==> src/fuse_prog_pkg.sv <==
// Constants, types and helpers of the supply pulse fuse programmer
//
// Behaviour
// - After a register is chosen, a high pulse enters its bitfield state.
// - Each mid pulse in the bitfield state adds one, stopping at maximum.
// - A supply cycle clears every intact location and keeps blown ones.
// - A high pulse in blow addressing blows the one addressed bit.
// - Blown bits stay set; more bits may be blown until locked.
// - Once the lock bit is blown, all further programming is rejected.
// - In trial mode high pulses keep cycling the selection states.
// - In mode select, one mid pulse picks blow, two pick trial.
// - Trial mode keeps several addressed values until supply cycles.
// - Trial mode never blows any fuse.
// - Blow mode addresses one register per power cycle, no decrement.
// - Power-up enters initial state, clears trial codes, ignores mids.
// - Mode select leaves for parameter select after two high pulses.
// - Mid pulse count in parameter select picks register one to five.
// - From parameter select, one high pulse enters the bitfield state.
// - Trial mode: high pulse in bitfield returns to parameter select.
// - Blow mode: bitfield left only by power cycle or blowing pulse.
// - Register five: code 16 calibration output, code 512 lock bit.
// - Sensitivity codes to 255 set gain; 256 is coarse duty bit.
package fuse_prog_pkg;

  // ==========================================================
  // Timing
  localparam int CLK_PERIOD_NS = 25;
  localparam int T_ACTIVE_NS = 40000;
  localparam int MIN_PULSE_CYC =
    (T_ACTIVE_NS + CLK_PERIOD_NS - 1) / CLK_PERIOD_NS;
  localparam int LEN_W = 12;

  // ==========================================================
  // Registers, keys and codes
  localparam int NUM_REGS = 5;
  localparam int CODE_W = 10;
  localparam int KEY_W = 3;
  localparam int WORDS_W = NUM_REGS * CODE_W;
  localparam logic [KEY_W-1:0] KEY_SENS = 3'h1;
  localparam logic [KEY_W-1:0] KEY_FINE = 3'h2;
  localparam logic [KEY_W-1:0] KEY_FREQ = 3'h3;
  localparam logic [KEY_W-1:0] KEY_NULL = 3'h4;
  localparam logic [KEY_W-1:0] KEY_CAL = 3'h5;
  localparam logic [KEY_W-1:0] KEY_SAT = 3'h7;
  localparam logic [KEY_W-1:0] MODE_KEY_BLOW = 3'h1;
  localparam logic [KEY_W-1:0] MODE_KEY_TRY = 3'h2;
  localparam logic [CODE_W-1:0] MAX_SENS = 10'h1ff;
  localparam logic [CODE_W-1:0] MAX_FINE = 10'h1ff;
  localparam logic [CODE_W-1:0] MAX_FREQ = 10'h03f;
  localparam logic [CODE_W-1:0] MAX_CAL = 10'h3ff;
  localparam int COARSE_DUTY_BIT = 8;
  localparam int CAL_BIT = 4;
  localparam int LOCK_BIT = 9;

  // ==========================================================
  // Register bus map
  localparam logic [7:0] ADDR_CTRL = 8'h00;
  localparam logic [7:0] ADDR_STATUS = 8'h04;
  localparam logic [7:0] ADDR_VAL_SENS = 8'h08;
  localparam logic [7:0] ADDR_VAL_FINE = 8'h0c;
  localparam logic [7:0] ADDR_VAL_FREQ = 8'h10;
  localparam logic [7:0] ADDR_VAL_NULL = 8'h14;
  localparam logic [7:0] ADDR_VAL_CAL = 8'h18;
  localparam logic EN_RST = 1'b1;
  localparam int CTRL_EN_BIT = 0;
  localparam int CTRL_CLR_BIT = 1;
  localparam logic [1:0] RESP_OKAY = 2'h0;
  localparam logic [1:0] RESP_SLVERR = 2'h2;

  // ==========================================================
  // Types
  typedef enum logic [4:0] {
    ST_INIT = 5'b00001,
    ST_MODE = 5'b00010,
    ST_PARAM = 5'b00100,
    ST_FIELD = 5'b01000,
    ST_HALT = 5'b10000
  } prog_state_e;

  typedef enum logic [1:0] {
    MODE_NONE = 2'h0,
    MODE_BLOW = 2'h1,
    MODE_TRY = 2'h2
  } mode_e;

  typedef enum logic [1:0] {
    LVL_LOW = 2'h0,
    LVL_MID = 2'h1,
    LVL_HIGH = 2'h2
  } level_e;

  // ==========================================================
  // Helpers
  function automatic logic [CODE_W-1:0] get_word(
    input logic [WORDS_W-1:0] v, input logic [KEY_W-1:0] k);
    get_word = '0;
    if (k >= KEY_SENS && k <= KEY_CAL) begin
      get_word = v[(int'(k) - 1) * CODE_W +: CODE_W];
    end
  endfunction

  function automatic logic [CODE_W-1:0] max_code(
    input logic [KEY_W-1:0] k);
    case (k)
      KEY_SENS: max_code = MAX_SENS;
      KEY_FINE: max_code = MAX_FINE;
      KEY_FREQ: max_code = MAX_FREQ;
      KEY_CAL: max_code = MAX_CAL;
      default: max_code = '0;
    endcase
  endfunction

  function automatic logic single_bit(input logic [CODE_W-1:0] c);
    single_bit = (c != '0) && ((c & (c - 10'h001)) == '0);
  endfunction

endpackage

==> src/fuse_bank.sv <==
// Nonvolatile fuse array: one word of fuse bits per parameter register
`timescale 1ns/10ps
module fuse_bank
  import fuse_prog_pkg::*;
(
  input wire logic i_ref_clk, // System clock
  input wire logic i_clr, // Return die to unblown state
  input wire logic i_we, // Blow pulse, one cycle
  input wire logic [KEY_W-1:0] i_idx, // Register key 1 to 5
  input wire logic [CODE_W-1:0] i_bits, // Bits to blow
  output logic [WORDS_W-1:0] o_words // All fuse words, registered
);

  typedef struct packed {
    logic [WORDS_W-1:0] words;
  } bank_s;

  bank_s q;
  bank_s n;

  // ==========================================================
  // Fuse update
  // Blowing only ever ORs bits in, so only i_clr can clear bits
  always_comb begin
    n = q;
    if (i_clr) begin
      n.words = '0;
    end
    // A blow landing with a clear still sticks: the set wins
    if (i_we && i_idx >= KEY_SENS && i_idx <= KEY_CAL) begin
      n.words[(int'(i_idx) - 1) * CODE_W +: CODE_W] =
        n.words[(int'(i_idx) - 1) * CODE_W +: CODE_W] | i_bits;
    end
  end

  // No reset: fuses survive power cycles, unlike trial codes
  always_ff @(posedge i_ref_clk) begin
    q <= n;
  end

  assign o_words = q.words;

endmodule

==> src/supply_pulse_fuse_programmer.sv <==
// Supply pulse decoder, trial codes, fuse blowing and register bus slave
`timescale 1ns/10ps
module supply_pulse_fuse_programmer
  import fuse_prog_pkg::*;
#(
  parameter int P_MIN_PULSE_CYC = MIN_PULSE_CYC
) (
  input wire logic i_ref_clk, // 40 MHz clock
  input wire logic i_rst, // Power-up reset, async, high
  input wire logic i_supply_mid, // Supply above mid threshold
  input wire logic i_supply_high, // Supply above high threshold
  output logic [7:0] o_sens_gain, // Gain code in effect
  output logic o_coarse_duty, // Unidirectional duty select
  output logic [8:0] o_fine_duty, // Fine duty code in effect
  output logic [5:0] o_carrier_frequency, // Carrier code in effect
  output logic o_cal_test, // Fixed half duty test output
  output logic o_locked, // Lock fuse blown
  input wire logic [7:0] i_awaddr, // Write address
  input wire logic i_awvalid, // Write address valid
  output logic o_awready, // Write address ready
  input wire logic [31:0] i_wdata, // Write data
  input wire logic [3:0] i_wstrb, // Write strobes
  input wire logic i_wvalid, // Write data valid
  output logic o_wready, // Write data ready
  output logic [1:0] o_bresp, // Write response
  output logic o_bvalid, // Write response valid
  input wire logic i_bready, // Write response ready
  input wire logic [7:0] i_araddr, // Read address
  input wire logic i_arvalid, // Read address valid
  output logic o_arready, // Read address ready
  output logic [31:0] o_rdata, // Read data
  output logic [1:0] o_rresp, // Read response
  output logic o_rvalid, // Read data valid
  input wire logic i_rready // Read data ready
);

  // ==========================================================
  // State
  typedef struct packed {
    prog_state_e st;
    mode_e mode;
    level_e lvl;
    logic [LEN_W-1:0] len;
    logic hcnt;
    logic [KEY_W-1:0] mkey;
    logic [KEY_W-1:0] pkey;
    logic [KEY_W-1:0] sel;
    logic [WORDS_W-1:0] trial;
    logic [WORDS_W-1:0] eff;
    logic locked;
    logic en;
    logic fwe;
    logic fclr;
    logic [KEY_W-1:0] fidx;
    logic [CODE_W-1:0] fbits;
    logic aw_held;
    logic w_held;
    logic [7:0] awaddr;
    logic [31:0] wdata;
    logic [3:0] wstrb;
    logic bvalid;
    logic [1:0] bresp;
    logic rvalid;
    logic [31:0] rdata;
    logic [1:0] rresp;
  } prog_s;

  localparam prog_s PROG_RST = '{
    st: ST_INIT, mode: MODE_NONE, lvl: LVL_LOW, en: EN_RST,
    default: '0};

  prog_s q;
  prog_s n;
  logic [WORDS_W-1:0] fuse_words;
  logic lock_fuse;
  logic long_enough;
  logic ev_mid;
  logic ev_high;
  logic [CODE_W-1:0] cur;

  // ==========================================================
  // Fuse array
  fuse_bank u_fuse_bank (
    .i_ref_clk(i_ref_clk),
    .i_clr(q.fclr),
    .i_we(q.fwe),
    .i_idx(q.fidx),
    .i_bits(q.fbits),
    .o_words(fuse_words)
  );

  // Lock bit lives in register five
  assign lock_fuse = fuse_words[(int'(KEY_CAL) - 1) * CODE_W + LOCK_BIT];

  // ==========================================================
  // Pulse classifier
  // An excursion counts once, when the supply falls back below mid;
  // its class is the highest level seen. Short glitches are dropped so
  // supply noise during measurements cannot step the logic.
  assign long_enough = q.len >= LEN_W'(P_MIN_PULSE_CYC);
  assign ev_mid = q.en && !i_supply_mid && !i_supply_high &&
    long_enough && q.lvl == LVL_MID;
  assign ev_high = q.en && !i_supply_mid && !i_supply_high &&
    long_enough && q.lvl == LVL_HIGH;
  assign cur = get_word(q.trial, q.sel);

  // ==========================================================
  // Next state
  always_comb begin
    n = q;
    n.fwe = 1'b0;
    n.fclr = 1'b0;
    n.locked = lock_fuse;

    // Track the excursion level and its length
    if (i_supply_mid || i_supply_high) begin
      if (i_supply_high) begin
        n.lvl = LVL_HIGH;
      end else if (q.lvl == LVL_LOW) begin
        n.lvl = LVL_MID;
      end
      if (!long_enough) begin
        n.len = q.len + LEN_W'(1);
      end
    end else begin
      n.lvl = LVL_LOW;
      n.len = '0;
    end

    // Programming sequence
    case (q.st)
      // Mid pulses have no effect here
      ST_INIT: begin
        if (ev_high) begin
          n.st = ST_MODE;
          n.mkey = '0;
          n.hcnt = 1'b0;
        end
      end
      ST_MODE: begin
        if (ev_mid && q.mkey != KEY_SAT) begin
          n.mkey = q.mkey + KEY_W'(1);
        end
        if (ev_high) begin
          if (!q.hcnt) begin
            n.hcnt = 1'b1;
          end else begin
            n.pkey = '0;
            n.st = ST_PARAM;
            if (q.mkey == MODE_KEY_BLOW) begin
              n.mode = MODE_BLOW;
            end else if (q.mkey == MODE_KEY_TRY) begin
              n.mode = MODE_TRY;
            end else begin
              n.mode = MODE_NONE;
              n.st = ST_HALT;
            end
          end
        end
      end
      ST_PARAM: begin
        if (ev_mid && q.pkey != KEY_SAT) begin
          n.pkey = q.pkey + KEY_W'(1);
        end
        if (ev_high) begin
          // Unknown keys park the logic until the next supply cycle
          if (q.pkey >= KEY_SENS && q.pkey <= KEY_CAL) begin
            n.sel = q.pkey;
            n.st = ST_FIELD;
          end else begin
            n.st = ST_HALT;
          end
        end
      end
      ST_FIELD: begin
        // Increment only, saturating; null and locked stay put
        if (ev_mid && !q.locked && cur < max_code(q.sel)) begin
          n.trial[(int'(q.sel) - 1) * CODE_W +: CODE_W] =
            cur + CODE_W'(1);
        end
        if (ev_high) begin
          if (q.mode == MODE_TRY) begin
            // Back to register choice; the code just set stays
            n.pkey = '0;
            n.st = ST_PARAM;
          end else begin
            // One blow, then nothing until power is cycled
            n.st = ST_HALT;
            if (!q.locked && single_bit(cur)) begin
              n.fwe = 1'b1;
              n.fidx = q.sel;
              n.fbits = cur;
            end
          end
        end
      end
      ST_HALT: begin
        n.st = ST_HALT;
      end
      default: begin
        n.st = ST_INIT;
      end
    endcase

    // Values in effect: blown fuses OR the volatile code
    for (int k = 1; k <= NUM_REGS; k++) begin
      n.eff[(k - 1) * CODE_W +: CODE_W] =
        get_word(fuse_words, KEY_W'(k)) | get_word(q.trial, KEY_W'(k));
    end

    // Write channel: address and data taken in either order
    if (i_awvalid && o_awready) begin
      n.aw_held = 1'b1;
      n.awaddr = i_awaddr;
    end
    if (i_wvalid && o_wready) begin
      n.w_held = 1'b1;
      n.wdata = i_wdata;
      n.wstrb = i_wstrb;
    end
    if (q.aw_held && q.w_held && !q.bvalid) begin
      n.aw_held = 1'b0;
      n.w_held = 1'b0;
      n.bvalid = 1'b1;
      n.bresp = RESP_OKAY;
      case (q.awaddr)
        ADDR_CTRL: begin
          if (q.wstrb[0]) begin
            n.en = q.wdata[CTRL_EN_BIT];
            n.fclr = q.wdata[CTRL_CLR_BIT];
          end
        end
        // Read-only words accept and ignore writes
        ADDR_STATUS, ADDR_VAL_SENS, ADDR_VAL_FINE, ADDR_VAL_FREQ,
        ADDR_VAL_NULL, ADDR_VAL_CAL: begin
          n.bresp = RESP_OKAY;
        end
        default: begin
          n.bresp = RESP_SLVERR;
        end
      endcase
    end
    if (q.bvalid && i_bready) begin
      n.bvalid = 1'b0;
    end

    // Read channel: one read in flight, data registered
    if (q.rvalid && i_rready) begin
      n.rvalid = 1'b0;
    end
    if (i_arvalid && o_arready) begin
      n.rvalid = 1'b1;
      n.rresp = RESP_OKAY;
      n.rdata = '0;
      case (i_araddr)
        ADDR_CTRL: begin
          n.rdata[CTRL_EN_BIT] = q.en;
        end
        ADDR_STATUS: begin
          n.rdata[4:0] = q.st;
          n.rdata[6:5] = q.mode;
          n.rdata[9:7] = q.sel;
          n.rdata[10] = q.locked;
        end
        ADDR_VAL_SENS: n.rdata[CODE_W-1:0] = get_word(q.eff, KEY_SENS);
        ADDR_VAL_FINE: n.rdata[CODE_W-1:0] = get_word(q.eff, KEY_FINE);
        ADDR_VAL_FREQ: n.rdata[CODE_W-1:0] = get_word(q.eff, KEY_FREQ);
        ADDR_VAL_NULL: n.rdata[CODE_W-1:0] = get_word(q.eff, KEY_NULL);
        ADDR_VAL_CAL: n.rdata[CODE_W-1:0] = get_word(q.eff, KEY_CAL);
        default: begin
          n.rresp = RESP_SLVERR;
        end
      endcase
    end
  end

  // ==========================================================
  // Registers
  // Reset models power-up: trial codes go to zero
  always_ff @(posedge i_ref_clk or posedge i_rst) begin
    if (i_rst) begin
      q <= PROG_RST;
    end else begin
      q <= n;
    end
  end

  // ==========================================================
  // Outputs
  // Gain uses codes up to 255; bit 8 is the coarse duty bit
  assign o_sens_gain = q.eff[7:0];
  assign o_coarse_duty = q.eff[COARSE_DUTY_BIT];
  assign o_fine_duty = q.eff[CODE_W +: 9];
  assign o_carrier_frequency = q.eff[2 * CODE_W +: 6];
  assign o_cal_test = q.eff[4 * CODE_W + CAL_BIT];
  assign o_locked = q.locked;
  assign o_awready = !q.aw_held && !q.bvalid;
  assign o_wready = !q.w_held && !q.bvalid;
  assign o_bvalid = q.bvalid;
  assign o_bresp = q.bresp;
  assign o_arready = !q.rvalid;
  assign o_rvalid = q.rvalid;
  assign o_rdata = q.rdata;
  assign o_rresp = q.rresp;
endmodule

==> config.mk <==
export PLATFORM = sky130hd
export DESIGN_NAME = supply_pulse_fuse_programmer
export DESIGN_NICKNAME = d
export VERILOG_FILES = /design/src/fuse_prog_pkg.sv /design/src/fuse_bank.sv /design/src/supply_pulse_fuse_programmer.sv
export SDC_FILE = /design/constraint.sdc
export NUM_CORES = 1
export LEC_CHECK = 0
export BUFFER_PORTS_ARGS = -buffer_cell sky130_fd_sc_hd__buf_2
export CAP_MARGIN = 20
export CORE_MARGIN = 1
export CORE_UTILIZATION = 45
export DETAILED_ROUTE_END_ITERATION = 6
export PLACE_DENSITY = 0.59
export SLEW_MARGIN = 5
export SYNTH_ARGS = -nofsm -noshare
export SYNTH_HDL_FRONTEND = slang
export SYNTH_SLANG_ARGS = --single-unit
==> constraint.sdc <==
create_clock -name i_ref_clk -period 8.4 [get_ports i_ref_clk]
set_input_delay 0.84 -clock i_ref_clk [delete_from_list [all_inputs] [get_ports i_ref_clk]]
set_output_delay 0.84 -clock i_ref_clk [all_outputs]
set_load 0.02 [all_outputs]
==> results_dict.tcl <==
set metrics [dict create \
    synth_warnings 0 \
    grt_max_degree 81 \
    synth-simple-area-share_pct 21.8 \
    most-common-layout-cells "nand2_1, nor2_1, dfrtp_1" \
    peakVddDrop_mv 0.183 \
    first_iter_violations 2066 \
    grt_pass1_vias 15900 \
    cts.repair.resized 0 \
    die_width_um 199 \
    criticalPathCategory "reg2reg" \
    grt_overflow 0 \
    yosysTopAreaCell "dfrtp_1" \
    ys_async_sr_fraction_pct 77.9 \
    fin_setup_tns_ps 0 \
    r2r_slack_ps 1040 \
    synth.area.mux_share_pct 9.14 \
    nets 2208 \
    ios 128 \
    routed_wl_um 70900 \
    cap_violations 0 \
    synth.avg_cell_area_sq_um 8.34 \
    cp-startpoint "q[202]" \
    cts_buffers 27 \
    coreArea_sq_mm 0.0378 \
    finalMaxSlewViolations 0 \
    cts_tree "built" \
    period_minus_slack_ps 7360 \
    grt.total_usage_pct 35.7 \
    synth_ff_type "dfrtp_1" \
    finalPower_mw 2.67 \
    viasPerCell 6.59 \
    post_cts_buffers 0 \
    startpoint_type "register" \
    placed_cell_area_sq_mm 0.0180 \
    clk_pin_slew_ps 60 \
    hold_buffers 0 \
    ff2ff_path_depth 21 \
    synth_cell_types 97 \
    cts-root-buf "clkbuf_16" \
    netlist_instances 2085 \
    fmax_ghz 0.136 \
    synth_edf_count 0 \
    syn2layout_area_growth_pct 9.20 \
    layout_worst_path_cycle_share_pct 87.6 \
    synth_seq_cells 226 \
    layout-drive-gt1-share_pct 17.1 \
    syn_area_sq_mm 0.0174 \
    synth_compound_area_share_pct 24.7 \
    synth_top_area_share_pct 25.1 \
    powerDensity_mw_per_mm2 141 \
    gp_congestion 1.02 \
    portBuffers 71 \
    clock_latency_ps 570 \
    drc 0 \
    hold_violations 0 \
    setup-violations-final 0 \
    worst_ep_required_time_ps 8850 \
    seq_area_frac_synth_pct 31.1 \
    worst_pin_slew_ps 919 \
    arrival_ps 7810 \
    synthXorXnorAreaFrac_pct 1.94 \
    leakage_nw 7.93 \
    die_h_um 199 \
    layout_commonest_cell "nand2_1" \
    num_vias 17300 \
    htreeDepth 1 \
    min_path_type "in2async" \
    rsz0062_at_grt "false" \
    grt_pass1_wl_um 104000 \
    slew_headroom_pct 38.5 \
    cp-end-kind "register" \
    fin_area_sq_mm 0.0190 \
    antenna_found_initial 3 \
    dp_hpwl_um 53500 \
    num_rows 71 \
    dieArea_sq_mm 0.0394 \
    detail-route-antenna-nets 0 \
    start_util_pct 45.9 \
    rr_endpoint "q[166]" \
    synth_fa_ha_area_share_pct 4.41 \
    endpoint "q[166]" \
    yosys-top-cells-area "dfrtp_1, dfxtp_1, mux2_2, nand2_1, ha_1" \
    firstDrtPassIters 6 \
    crit_path_max_fanout 43 \
    ctsLongestPathBuffers 3 \
    wl_per_cell_um 27.1 \
    skew_ps 25.5 \
    status "finished, final reports clean" \
    regToRegStartpoint "q[202]" \
    synth_top_family_by_area "compound AO/OA/AOI/OAI gates" \
    cts_sinks 226 \
    finish.utilization_pct 50.1 \
]
-- flip-flops by register name, indices dropped and copies added, names as in the netlist --
register and flops:
o_bresp 1, o_bvalid 1, o_cal_test 1, o_carrier_frequency 6, o_coarse_duty 1, o_fine_duty 9, o_locked 1, o_rdata 11
o_rresp 1, o_rvalid 1, o_sens_gain 8, q 135, u_fuse_bank.o_words 50
-- logic make-up (layout without fill, tap and decap cells) --
group | Yosys count | in the layout
xor+xnor | 36 | 36
compound gates | 610 | 610
fa+ha+maj | 60 | 60
mux | 133 | 133
other cells | 1 | 24
flops | 226 | 226
simple gates | 779 | 779
buf+inv | 240 | 241
-- cell usage after synthesis (9+ instances only) --
cell / count
a2111oi_0: 9
a211oi_1: 34
a21o_1: 14
a21oi_1: 124
a221o_1: 9
a221oi_1: 50
a22o_1: 18
a22oi_1: 50
a31oi_1: 23
a32oi_1: 10
and2_1: 18
and3_1: 15
buf_1: 13
buf_2: 22
buf_4: 64
clkbuf_1: 83
dfrtp_1: 174
dfxtp_1: 50
ha_1: 58
inv_1: 51
mux2_2: 75
mux2i_1: 45
mux4_2: 13
nand2_1: 223
nand2b_1: 20
nand3_1: 69
nand4_1: 18
nor2_1: 185
nor2b_1: 24
nor3_1: 58
nor3b_1: 10
nor4_1: 29
o211ai_1: 16
o21a_1: 12
o21ai_0: 96
o22ai_1: 23
o31ai_1: 16
or2_2: 58
or3_1: 16
xnor2_1: 22
xor2_1: 12
-- routing by layer --
layer | global-route usage, % | part of all wire [%] | vias to the layer above | wire (um)
met5 | 0 | 0.16 | - | 117
met4 | 12.5 | 3.8 | 2 | 2670
met3 | 10.8 | 12 | 147 | 8500
met2 | 48.9 | 40 | 1082 | 28100
met1 | 52.3 | 44 | 8292 | 31600
li1 | - | - | 7736 | -
-- how the worst min path moves through the flow --
stage                     to  slack [ps]  depth (start not counted)
detailed placement  o_locked         420                          0
CTS                    q[75]         420                          2
finish                 q[75]         390                          2
global route        o_locked         420                          0
floorplan           o_locked         350                          0
global placement    o_locked         420                          0
-- report_power, final --
part           internal [mW]  switching [mW]
clock                  0.771           0.502
sequential              1.14          0.0405
combinational         0.0872           0.128
total                   2.00           0.671
-- area by class of cell --
type	count	area, sq um
fill	3766	18900
multi-input combinational	1641	10900
sequential	226	5410
timing repair buffer	137	863
clock buffer	32	714
tap	511	639
clock inverter	18	256
inverter	54	208
antenna	1	2.50
-- worst max-delay path, stage by stage (launching register included) --
cell and delay, ps:
dfrtp_1 380, buf_4 200, or3_1 420, inv_1 210
ha_1 300, ha_1 350, a21o_1 340, a221oi_4 670
buf_12 300, a221oi_1 120, or4_1 500, a211oi_1 410
a22o_1 500, ha_1 320, a21oi_1 140, nor2_1 60
nor3_1 180, o31ai_2 150, buf_4 200, or3_1 480
nor3_1 540, mux2_2 400
-- through the flow --
step	cells	hold WS, ps	setup WS (ps)
floorplan	2107	348	859
global placement	2567	421	1390
detailed placement	2567	416	1320
CTS	2617	419	1280
global route	2619	419	889
finish	2620	393	1040
Note: power is estimated with default switching activity, not from simulation.
